--- src/hw/dacp_map.vh ---
`ifndef DACP_MAP_VH
`define DACP_MAP_VH
`define DACP_IN_BUS_W 14
`define DACP_IN_SAMPLE_W 12
`define DACP_IN_MSB 13
`define DACP_IN_LSB 2
`define DACP_OUT_W 16
`define DACP_OUT_MID 16'h8000
`define DACP_IN_MID 12'h800
`define DACP_SPI_W 16
`define DACP_SPI_CNT_W 5
`define DACP_SPI_DIV 4'h3
`define DACP_AUX_SEL_W 2
`endif

--- src/hw/dacp_aux_spi.v ---
`timescale 1ns/1ps
`default_nettype none
`include "dacp_map.vh"
module dacp_aux_spi
(
  input  wire                        clock,
  input  wire                        rst_n,
  input  wire                        start,
  input  wire [`DACP_AUX_SEL_W-1:0]  sel,
  input  wire [`DACP_SPI_W-1:0]      wr_word,
  input  wire                        miso_pin,
  output wire                        busy,
  output reg                         done,
  output reg  [`DACP_SPI_W-1:0]      rd_word,
  output reg                         sclk,
  output reg                         mosi,
  output reg  [`DACP_AUX_SEL_W:0]    cs_n
);
  // Bits in one frame, sized to the bit counter.
  localparam [`DACP_SPI_CNT_W-1:0] FRAME_BITS = `DACP_SPI_W;

  reg  [3:0]                  div;
  reg  [`DACP_SPI_CNT_W-1:0]  bits;
  reg  [`DACP_SPI_W-1:0]      shift;
  reg                         active;
  reg                         miso_s1;
  reg                         miso_s2;

  assign busy = active;

  // Two flip-flops bring the returning data line into the clock domain.
  always @(posedge clock)
  begin
    miso_s1 <= miso_pin;
    miso_s2 <= miso_s1;
  end

  // Shifts one word MSB first; data change on fall, sampled on rise.
  always @(posedge clock)
  begin
    if (!rst_n)
    begin
      active  <= 1'b0;
      div     <= 4'h0;
      bits    <= {`DACP_SPI_CNT_W{1'b0}};
      shift   <= {`DACP_SPI_W{1'b0}};
      rd_word <= {`DACP_SPI_W{1'b0}};
      done    <= 1'b0;
      sclk    <= 1'b1;
      mosi    <= 1'b0;
      cs_n    <= {(`DACP_AUX_SEL_W+1){1'b1}};
    end
    else
    begin
      done <= 1'b0;
      if (!active)
      begin
        if (start)
        begin
          active <= 1'b1;
          div    <= 4'h0;
          bits   <= FRAME_BITS;
          shift  <= wr_word;
          cs_n   <= ~(({{`DACP_AUX_SEL_W{1'b0}}, 1'b1}) << sel);
        end
      end
      else if (div != `DACP_SPI_DIV)
        div <= div + 4'h1;
      else
      begin
        div <= 4'h0;
        if (sclk)
        begin
          if (bits == {`DACP_SPI_CNT_W{1'b0}})
          begin
            active  <= 1'b0;
            done    <= 1'b1;
            cs_n    <= {(`DACP_AUX_SEL_W+1){1'b1}};
            rd_word <= shift;
          end
          else
          begin
            sclk <= 1'b0;
            mosi <= shift[`DACP_SPI_W-1];
          end
        end
        else
        begin
          sclk  <= 1'b1;
          shift <= {shift[`DACP_SPI_W-2:0], miso_s2};
          bits  <= bits - {{(`DACP_SPI_CNT_W-1){1'b0}}, 1'b1};
        end
      end
    end
  end
endmodule // dacp_aux_spi
`default_nettype wire

--- src/hw/dacp_sample_port.v ---
`timescale 1ns/1ps
`default_nettype none
`include "dacp_map.vh"
module dacp_sample_port
#(
  parameter IN_BUS_W    = `DACP_IN_BUS_W,
  parameter IN_SAMPLE_W = `DACP_IN_SAMPLE_W,
  parameter OUT_W       = `DACP_OUT_W
)
(
  // Clock and reset.
  input  wire                          clock,
  input  wire                          rst_n,
  // Input converter pins.
  input  wire [`DACP_IN_BUS_W-1:0]     conv_in_sample_bus_a,
  input  wire [`DACP_IN_BUS_W-1:0]     conv_in_sample_bus_b,
  input  wire                          conv_in_returned_clk_a,
  input  wire                          conv_in_returned_clk_b,
  output wire                          conv_in_clk_out_pos,
  output wire                          conv_in_clk_out_neg,
  // Input words to the core.
  output reg  [`DACP_IN_SAMPLE_W-1:0]  in_sample_a,
  output reg  [`DACP_IN_SAMPLE_W-1:0]  in_sample_b,
  output reg                           in_valid,
  // Output words from the core.
  input  wire [`DACP_OUT_W-1:0]        out_sample_a,
  input  wire [`DACP_OUT_W-1:0]        out_sample_b,
  input  wire                          out_valid,
  // Output converter pins.
  output wire                          conv_out_clk_pos,
  output wire                          conv_out_clk_neg,
  output reg  [`DACP_OUT_W-1:0]        conv_out_sample_bus_a,
  output reg  [`DACP_OUT_W-1:0]        conv_out_sample_bus_b,
  // Auxiliary serial engine.
  input  wire                          aux_start,
  input  wire [`DACP_AUX_SEL_W-1:0]    aux_sel,
  input  wire [`DACP_SPI_W-1:0]        aux_wr_word,
  output wire                          aux_busy,
  output wire                          aux_done,
  output wire [`DACP_SPI_W-1:0]        aux_rd_word,
  output wire                          aux_sclk,
  output wire                          aux_mosi,
  input  wire                          aux_miso,
  output wire [`DACP_AUX_SEL_W:0]      aux_cs_n
);
  // How this block moves samples.
  //
  // Clocks. The core clock is forwarded as a complementary pair to the
  // input converters and, as a second pair, to the output converters, so
  // both converter pairs run at our sample rate and in step with us.
  //
  // Input path. A word crosses two registers: the first takes the whole
  // bus of each channel on every rising edge, the second keeps the twelve
  // sample bits. A word that a converter launches after one of our rising
  // edges reaches the core two edges later, and a new pair arrives every
  // cycle; there is no stall and no buffer.
  //
  // Input coding. The words stay offset binary: all zeros is the lowest
  // level and mid-scale sits at the top bit alone. Nothing is converted
  // here, so the core sees exactly what the converters sent.
  //
  // Output path. A pair crosses one register, and only on a cycle in
  // which the core offers a new pair; otherwise the converters keep
  // seeing the last pair. The core therefore sets the output rate.
  //
  // Reset. The input words read mid-scale and the valid flag is low; the
  // output words rest at mid-scale, so the converters sit at their centre
  // level rather than at a rail while the core starts up.
  //
  // Serial port. The engine for the auxiliary converters lives in its own
  // module and shares nothing with the sample paths.
  //
  // Hazard. The returned converter clocks are not used for capture. They
  // mark the centre of each word for a receiver that reclocks on them,
  // but here the buses are launched from our own forwarded clock and are
  // settled at our next rising edge, so resampling on them would only add
  // a clock crossing without gaining any margin. A board with a long
  // flight time on the buses would need a different capture scheme.
  //
  // Limit. The valid flag only says the path is out of reset; it does
  // not flag a missing or stopped converter.

  // Field positions and idle levels of the sample words.
  localparam [IN_SAMPLE_W-1:0] IN_MID  = `DACP_IN_MID;
  localparam [OUT_W-1:0]       OUT_MID = `DACP_OUT_MID;
  localparam                   IN_MSB  = `DACP_IN_MSB;
  localparam                   IN_LSB  = `DACP_IN_LSB;

  // Registered input buses and the values the registers take next.
  reg  [IN_BUS_W-1:0]     in_s1_a;
  reg  [IN_BUS_W-1:0]     in_s1_b;
  reg  [IN_SAMPLE_W-1:0]  next_in_sample_a;
  reg  [IN_SAMPLE_W-1:0]  next_in_sample_b;
  reg                     next_in_valid;

  // Output words the registers take next.
  reg  [OUT_W-1:0]        next_out_a;
  reg  [OUT_W-1:0]        next_out_b;

  // Keeps the sample field of one input bus; the two lowest bits carry
  // nothing and are dropped here, so noise on them never reaches the core.
  function [IN_SAMPLE_W-1:0] take_sample;
    input [IN_BUS_W-1:0] bus;
    begin
      take_sample = bus[IN_MSB:IN_LSB];
    end
  endfunction

  // Gives the fresh output word on a load and the held word otherwise.
  function [OUT_W-1:0] pick_word;
    input             load;
    input [OUT_W-1:0] fresh;
    input [OUT_W-1:0] held;
    begin
      if (load)
        pick_word = fresh;
      else
        pick_word = held;
    end
  endfunction

  // Both converter clocks are the core clock forwarded as a pair. The
  // inverted leg comes from the same net, so the pair stays complementary.
  assign conv_in_clk_out_pos = clock;
  assign conv_in_clk_out_neg = ~clock;
  assign conv_out_clk_pos    = clock;
  assign conv_out_clk_neg    = ~clock;

  // First input stage of channel a: the whole bus on every rising edge.
  // It has no reset; it refills on the first edge and is masked by the
  // second stage until then.
  always @(posedge clock)
  begin
    in_s1_a <= conv_in_sample_bus_a;
  end

  // First input stage of channel b, taken on the same edge as channel a.
  always @(posedge clock)
  begin
    in_s1_b <= conv_in_sample_bus_b;
  end

  // Second stage value of channel a: mid-scale in reset, else its field.
  always @*
  begin
    next_in_sample_a = IN_MID;
    if (rst_n)
      next_in_sample_a = take_sample(in_s1_a);
  end

  // Second stage value of channel b, built the same way.
  always @*
  begin
    next_in_sample_b = IN_MID;
    if (rst_n)
      next_in_sample_b = take_sample(in_s1_b);
  end

  // The valid flag rises with the first word taken after reset.
  always @*
  begin
    next_in_valid = rst_n;
  end

  // Second stage: the words the core reads, a fresh pair every cycle.
  always @(posedge clock)
  begin
    in_sample_a <= next_in_sample_a;
    in_sample_b <= next_in_sample_b;
    in_valid    <= next_in_valid;
  end

  // Output value of channel a: mid-scale in reset, else loaded or held.
  always @*
  begin
    next_out_a = OUT_MID;
    if (rst_n)
      next_out_a = pick_word(out_valid, out_sample_a, conv_out_sample_bus_a);
  end

  // Output value of channel b, under the same load strobe as channel a.
  always @*
  begin
    next_out_b = OUT_MID;
    if (rst_n)
      next_out_b = pick_word(out_valid, out_sample_b, conv_out_sample_bus_b);
  end

  // Both output words change on the same edge, so the converters never
  // latch half of an old pair with half of a new one.
  always @(posedge clock)
  begin
    conv_out_sample_bus_a <= next_out_a;
    conv_out_sample_bus_b <= next_out_b;
  end

  // Serial port to the auxiliary converters. One request sends a
  // sixteen-bit word MSB first to the converter picked by the select
  // and brings back the word the converter shifts out at the same time.
  // A request made while a frame runs is dropped without notice, so the
  // core must wait for the done pulse before it asks again. The select
  // lines idle high and at most one is low during a frame; a select of 3 drives none low.
  dacp_aux_spi u_spi
  (
    .clock    (clock),
    .rst_n    (rst_n),
    .start    (aux_start),
    .sel      (aux_sel),
    .wr_word  (aux_wr_word),
    .miso_pin (aux_miso),
    .busy     (aux_busy),
    .done     (aux_done),
    .rd_word  (aux_rd_word),
    .sclk     (aux_sclk),
    .mosi     (aux_mosi),
    .cs_n     (aux_cs_n)
  );
endmodule // dacp_sample_port
`default_nettype wire

--- config.mk ---
export PLATFORM = sky130hd
export DESIGN_NAME = dacp_sample_port
export DESIGN_NICKNAME = d
export VERILOG_FILES = /design/src/hw/dacp_aux_spi.v /design/src/hw/dacp_sample_port.v
export VERILOG_INCLUDE_DIRS = /design/src /design/src/hw
export SDC_FILE = /design/constraint.sdc
export NUM_CORES = 1
export LEC_CHECK = 0
export ABC_AREA = 1
export BUFFER_PORTS_ARGS = -buffer_cell sky130_fd_sc_hd__buf_2
export CORE_UTILIZATION = 35
export DETAILED_ROUTE_END_ITERATION = 8
export GPL_TIMING_DRIVEN = 0
export PLACE_DENSITY = 0.65
export RECOVER_POWER = 25
export SLEW_MARGIN = 40
export SYNTH_ARGS = -nofsm -noshare
export SYNTH_HDL_FRONTEND = slang
export SYNTH_SLANG_ARGS = --single-unit
--- constraint.sdc ---
create_clock -name clock -period 1.8 [get_ports clock]
set_input_delay 0.09 -clock clock [delete_from_list [all_inputs] [get_ports clock]]
set_output_delay 0.09 -clock clock [all_outputs]
set_load 0.02 [all_outputs]
==> results.json, run 1 <==
{
  "cts_resized": 0,
  "cp_slowest_cell": "clkbuf_16",
  "drive_above_1_share_pct": 23.91,
  "cts_tree": "built",
  "nets": 877,
  "setup_viol": 0,
  "gr-total-overflow": 0,
  "ant_nets": 0,
  "grt_pass1_vias": 4412,
  "drv_slew": 0,
  "crit_type": "clock port to output pin",
  "rsz0062_at_grt": "false",
  "diodes": 0,
  "hpwl_um": 8033,
  "syn_area_mm2": 0.004398,
  "slew_headroom_pct": 67.08,
  "tightest_slew_ns": 0.4938,
  "drt_iter0_drc": 161,
  "post_cts_buffers": 0,
  "start_util_pct": 36.31,
  "yosysUniqueCellTypes": 27,
  "num_io_pins": 169,
  "arrival_ns": 1.58,
  "dp_cells": 868,
  "multi_input_area_mm2": 0.001475,
  "core_region_area_mm2": 0.01211,
  "leakagePower_nw": 3.380,
  "max-vdd-ir-drop_v": 0.001180,
  "grt_max_degree": 17,
  "fin_util_pct": 55.46,
  "end_kind": "output pin",
  "p_seq_share_pct": 39.4,
  "routedWlPerCell_um": 13.00,
  "crit_chain": "clkbuf_16 -> clkbuf_16 -> inv_1 -> buf_4 -> buf_2",
  "synth.avg_cell_area_um2": 8.175,
  "fin_tns_setup_ns": 0,
  "power.density_mw_per_mm2": 1183,
  "clock_skew_ns": 0.006233,
  "grt_antenna_before_repair": 0,
  "report.final.hold_viol_count": 0,
  "vias": 4378,
  "hp-class": "primary input to flop",
  "outcome": "completed",
  "cp_num_buf_inv": 5,
  "port_buffers": 162,
  "comb_power_share_pct": 9.3,
  "swShare_pct": 26.24,
  "place.gp.congestion": 0.8009,
  "max-cap-violations": 0,
  "syn_inst": 538,
  "pwr-share-clk_pct": 51.2,
  "ff_latch_area_mm2": 0.002623,
  "cp_data_required_time_ns": 1.71,
  "drtPass1Iterations": 7,
  "avgViaCountPerCell": 4.509,
  "crit_top_cell": "clkbuf_16",
  "grt_usage_pct": 20.42,
  "critPathMaxFanout": 16,
  "row_count": 40,
  "yosys_warnings": 0,
  "fillerInstances": 1061,
  "die_area_mm2": 0.01302,
  "max_stage_delay_ns": 0.20,
  "synthToLayoutAreaGrowth_pct": 52.75,
  "routed_wl_um": 12620,
  "synth_seq_cells": 131,
  "die_x_um": 114.1,
  "grt_pass1_wl_um": 20270,
  "syn-num-nets": 625,
  "finalNonFillerCells": 971,
  "remaining_drc_errors": 0,
  "clock_latency_ns": 0.42,
  "p_switching_w": 0.002085,
  "power.internal_w": 0.005862,
  "die_y_um": 114.1,
  "clk_pin_slew_ns": 0.05,
  "ys_seq_area_share_pct": 59.63,
  "crit_family": "buffers and inverters",
  "critPathLaunchType": "clock port"
}
## per-stage QoR
step	area (µm²)	setup slack (ns)	hold WS, ns	power (W)
2_1_floorplan	4398	0.4701	0.1177	0.003785
3_3_place_gp	5419	0.2954	0.1921	0.004101
3_5_place_dp	5419	0.2112	0.1936	0.004122
4_1_cts	6750	0.1025	0.0003285	0.008000
5_1_grt	6718	0.08062	0.03676	0.008285
6_report	6718	0.1275	0.01393	0.007947
## cell families (layout without fill, tap and decap cells)
logic type      count (synthesis)  count (layout)  synth area share, %
simple gates                  276             276                25.86
buf+inv                        68             333                6.828
flops                         131             131                59.63
fa+ha+maj                       2               2               0.5689
compound gates                 61              61                7.112
## placed cells by master (no fill, tap or decap), types with 11 or more instances in the layout
cell and n:
o21ai_0 48, buf_2 141, clkbuf_16 20, dfxtp_1 131
nand3_1 38, dlygate4sd3_1 67, clkbuf_1 45, inv_1 36
a21oi_1 11, nor2_1 100, nand2_1 127
## worst reg2reg max path, delay by kind of cell (launching register included)
family / cells / cell delay [ns]
adder cells (fa/ha/maj): 1 / 0.25
buffers and inverters: 3 / 0.43
flip-flops: 1 / 0.35
AND/OR/NAND/NOR: 4 / 0.51
## power by group through the flow
stage | Sequential, W | Combinational [W] | Clock, W
floorplan | 0.00329 | 0.000260 | 0.000239
global placement | 0.00318 | 0.000609 | 0.000309
detailed placement | 0.00319 | 0.000625 | 0.000309
CTS | 0.00313 | 0.000739 | 0.00413
global route | 0.00315 | 0.000816 | 0.00432
finish | 0.00314 | 0.000739 | 0.00407
## cell usage after synthesis (all sizes together)
library cell	number	area [µm²]
nor2	103	412.9
inv	37	138.9
nand2	129	494.2
o21ai	48	240.2
clkbuf	18	68.81
nor3	1	5.000
nand3	39	200.2
o211ai	1	7.510
ha	2	25.02
a21oi	11	55.05
dfxtp	131	2623
buf	13	92.58
o211a	1	10.01
nand4	2	12.51
or2	2	12.51
## per-layer routing
metal / wire, µm / up-vias / GRT usage [%]
met2: 6121 / 202 / 35.03
met4: 366 / 0 / 12.64
met3: 1138 / 29 / 7.676
met5: 0 / - / 0
met1: 4994 / 1959 / 21.14
li1: - / 2188 / -
## layout make-up
class	count	share of cell area, %
buffer	31	2.403
clock inverter	15	2.328
inverter	36	2.012
sequential	131	39.04
multi-input combinational	339	21.96
tap	168	3.129
clock buffer	26	7.860
timing repair buffer	225	21.27
## registers in the layout, summed over array words and instances (netlist names)
name	flops
u_spi.sclk	1
u_spi.mosi	1
in_valid	1
u_spi.done	1
in_s1_a	12
u_spi.bits	5
u_spi.div	4
in_sample_a	12
u_spi.rd_word	16
conv_out_sample_bus_a	16
u_spi.shift	16
u_spi.miso_s2	1
u_spi.cs_n	3
conv_out_sample_bus_b	16
in_sample_b	12
u_spi.miso_s1	1
in_s1_b	12
u_spi.busy	1
## worst paths after layout
check,from,to,slack [ns],cells past startpoint
max,clock,conv_out_clk_neg,0.13,5
min,aux_wr_word[14],u_spi.shift[14],0.01,5
max reg2reg,u_spi.bits[0],u_spi.cs_n[0],0.20,8
min reg2reg,u_spi.miso_s1,u_spi.miso_s2,0.32,0
## timing repair
action                                  CTS  global route
hold buffers                             67             0
endpoints found under the setup margin    1             0
hold endpoints to repair                 67             0
Note: power is estimated with default switching activity, not from simulation.
==> run 2: changes to the inputs <==
--- a/config.mk
+++ b/config.mk
@@ -13,6 +13,7 @@
 export GPL_TIMING_DRIVEN = 0
 export PLACE_DENSITY = 0.65
 export RECOVER_POWER = 25
+export REMOVE_ABC_BUFFERS = 1
 export SLEW_MARGIN = 40
 export SYNTH_ARGS = -nofsm -noshare
 export SYNTH_HDL_FRONTEND = slang
==> constraint.sdc (replaced) <==
create_clock -name clock -period 1.94 [get_ports clock]
set_input_delay 0.097 -clock clock [delete_from_list [all_inputs] [get_ports clock]]
set_output_delay 0.097 -clock clock [all_outputs]
set_load 0.02 [all_outputs]
==> results.json, run 2 (same netlist as run 1, synthesis figures left out) <==
{
  "crit_chain": "clkbuf_16 -> clkbuf_16 -> clkbuf_16 -> inv_1 -> buf_2",
  "tightest_slew_ns": 0.5372,
  "fin_util_pct": 55.74,
  "rrSetupSlack_ns": 0.21,
  "die_x_um": 114.1,
  "hp-class": "primary input to flop",
  "vias": 4347,
  "hpwl_um": 6938,
  "totalPowerFinal_w": 0.007323,
  "r2r-end": "u_spi.bits[0]",
  "max-vdd-ir-drop_v": 0.001098,
  "routedWlPerCell_um": 13.01,
  "slew_headroom_pct": 64.14,
  "die_y_um": 114.1,
  "gr-total-overflow": 0,
  "reg2reg_from": "u_spi.busy",
  "num_io_pins": 169,
  "ant_nets": 0,
  "drive_above_1_share_pct": 26.75,
  "diodes": 0,
  "max_stage_delay_ns": 0.21,
  "postPlaceCellArea_mm2": 0.005281,
  "cp_slowest_cell": "clkbuf_16",
  "crit_family": "buffers and inverters",
  "endpoint": "conv_out_clk_neg",
  "leakagePower_nw": 3.464,
  "nets": 859,
  "synthToLayoutAreaGrowth_pct": 53.51,
  "grt_antenna_before_repair": 0,
  "report.final.hold_viol_count": 0,
  "final_cell_mix": "159 x buf_2, 130 x dfxtp_1, 126 x nand2_1",
  "cp_num_buf_inv": 5,
  "end_kind": "output pin",
  "final_common_cell": "buf_2",
  "power.density_mw_per_mm2": 1085,
  "grt_pass1_vias": 4440,
  "routed_wl_um": 12400,
  "critPathLaunchType": "clock port",
  "dp_cells": 838,
  "finalNonFillerCells": 953,
  "clock_skew_ns": 0.01002,
  "design_area_mm2": 0.006751,
  "drtPass1Iterations": 4,
  "core_region_area_mm2": 0.01211,
  "place.gp.congestion": 0.7394,
  "start_util_pct": 36.31,
  "r2r_cells": 6,
  "arrival_ns": 1.70,
  "cts_tree": "built",
  "post_cts_buffers": 0,
  "grt_pass1_wl_um": 20310,
  "critPathMaxFanout": 16,
  "grt_max_degree": 57,
  "remaining_drc_errors": 0,
  "critical_path_depth": 5,
  "clk_pin_slew_ns": 0.06,
  "max-cap-violations": 0,
  "fin_tns_setup_ns": 0,
  "row_count": 40,
  "fillerInstances": 1083,
  "crit_type": "clock port to output pin",
  "setup_viol": 0,
  "grt_usage_pct": 20.43,
  "ff_latch_area_mm2": 0.002626,
  "clock_latency_ns": 0.53,
  "crit_start": "clock",
  "crit_top_cell": "clkbuf_16",
  "avgViaCountPerCell": 4.561,
  "drv_slew": 0,
  "outcome": "completed",
  "holdPathStages": 3,
  "cp_data_required_time_ns": 1.84,
  "die_area_mm2": 0.01302,
  "drt_iter0_drc": 182,
  "multi_input_area_mm2": 0.001478,
  "port_buffers": 162,
  "rsz0062_at_grt": "false"
}
[run 2: changes by cell type in the layout (fill, tap and decap cells not counted), sizes merged, moves of 2 or more]
cell	before	now
inv	43	48
clkbuf	66	24
clkinvlp	3	0
bufinv	2	0
buf	149	161
dlygate4sd3	67	78
[run 2: through the flow]
| step | hold WS [ns] | worst slack (ns) |
|---|---|---|
| after floorplan | 0.09700 | -0.1392 |
| after global placement | 0.1999 | -0.8281 |
| after detailed placement | 0.2006 | -0.4785 |
| after CTS | 0.04659 | 0.06624 |
| after global routing | 0.1391 | 0.04590 |
| final | 0.07857 | 0.1385 |
[run 2: timing repair]
action	in CTS	in global routing
endpoints found under the setup margin	21	18
hold endpoints to repair	93	0
hold buffers	78	0
resized for setup	3	2
pin swaps	0	0
[run 2: worst min-delay path by stage]
stage,start,end
2_1_floorplan,clock,conv_in_clk_out_pos
3_3_place_gp,conv_in_sample_bus_b[9],in_s1_b[9]
3_5_place_dp,conv_in_sample_bus_b[13],in_s1_b[13]
4_1_cts,out_valid,conv_out_sample_bus_b[15]
5_1_grt,out_valid,conv_out_sample_bus_a[15]
6_report,out_valid,conv_out_sample_bus_b[15]
[run 2: cell type report]
| type | instances | area share [%] |
|---|---|---|
| Clock buffer | 26 | 8.451 |
| Sequential cell | 131 | 38.90 |
| Inverter | 36 | 2.076 |
| Tap cell | 168 | 3.113 |
| Timing Repair Buffer | 237 | 23.57 |
| Clock inverter | 16 | 2.001 |
| Multi-Input combinational cell | 339 | 21.89 |
[run 2: worst register-to-register path: stages, from the launching register on]
cell     delay [ns]
dfxtp_4        0.54
inv_4          0.20
nand2_2        0.17
nand2_2        0.27
inv_4          0.28
nand2_1        0.08
a21oi_1        0.12
[run 2: layer usage]
layer,vias to the layer above,wire [µm],GRT usage [%]
li1,2154,-,-
met1,1965,5057,21.61
met2,190,5987,35.07
met3,38,969,7.147
met4,0,388,12.21
met5,-,0,0
[run 2: where the power goes]
part / switching (W) / internal (W)
Combinational: 0.000381 / 0.000299
Clock: 0.00154 / 0.00218
Sequential: 0.0000819 / 0.00284
Total: 0.00201 / 0.00532
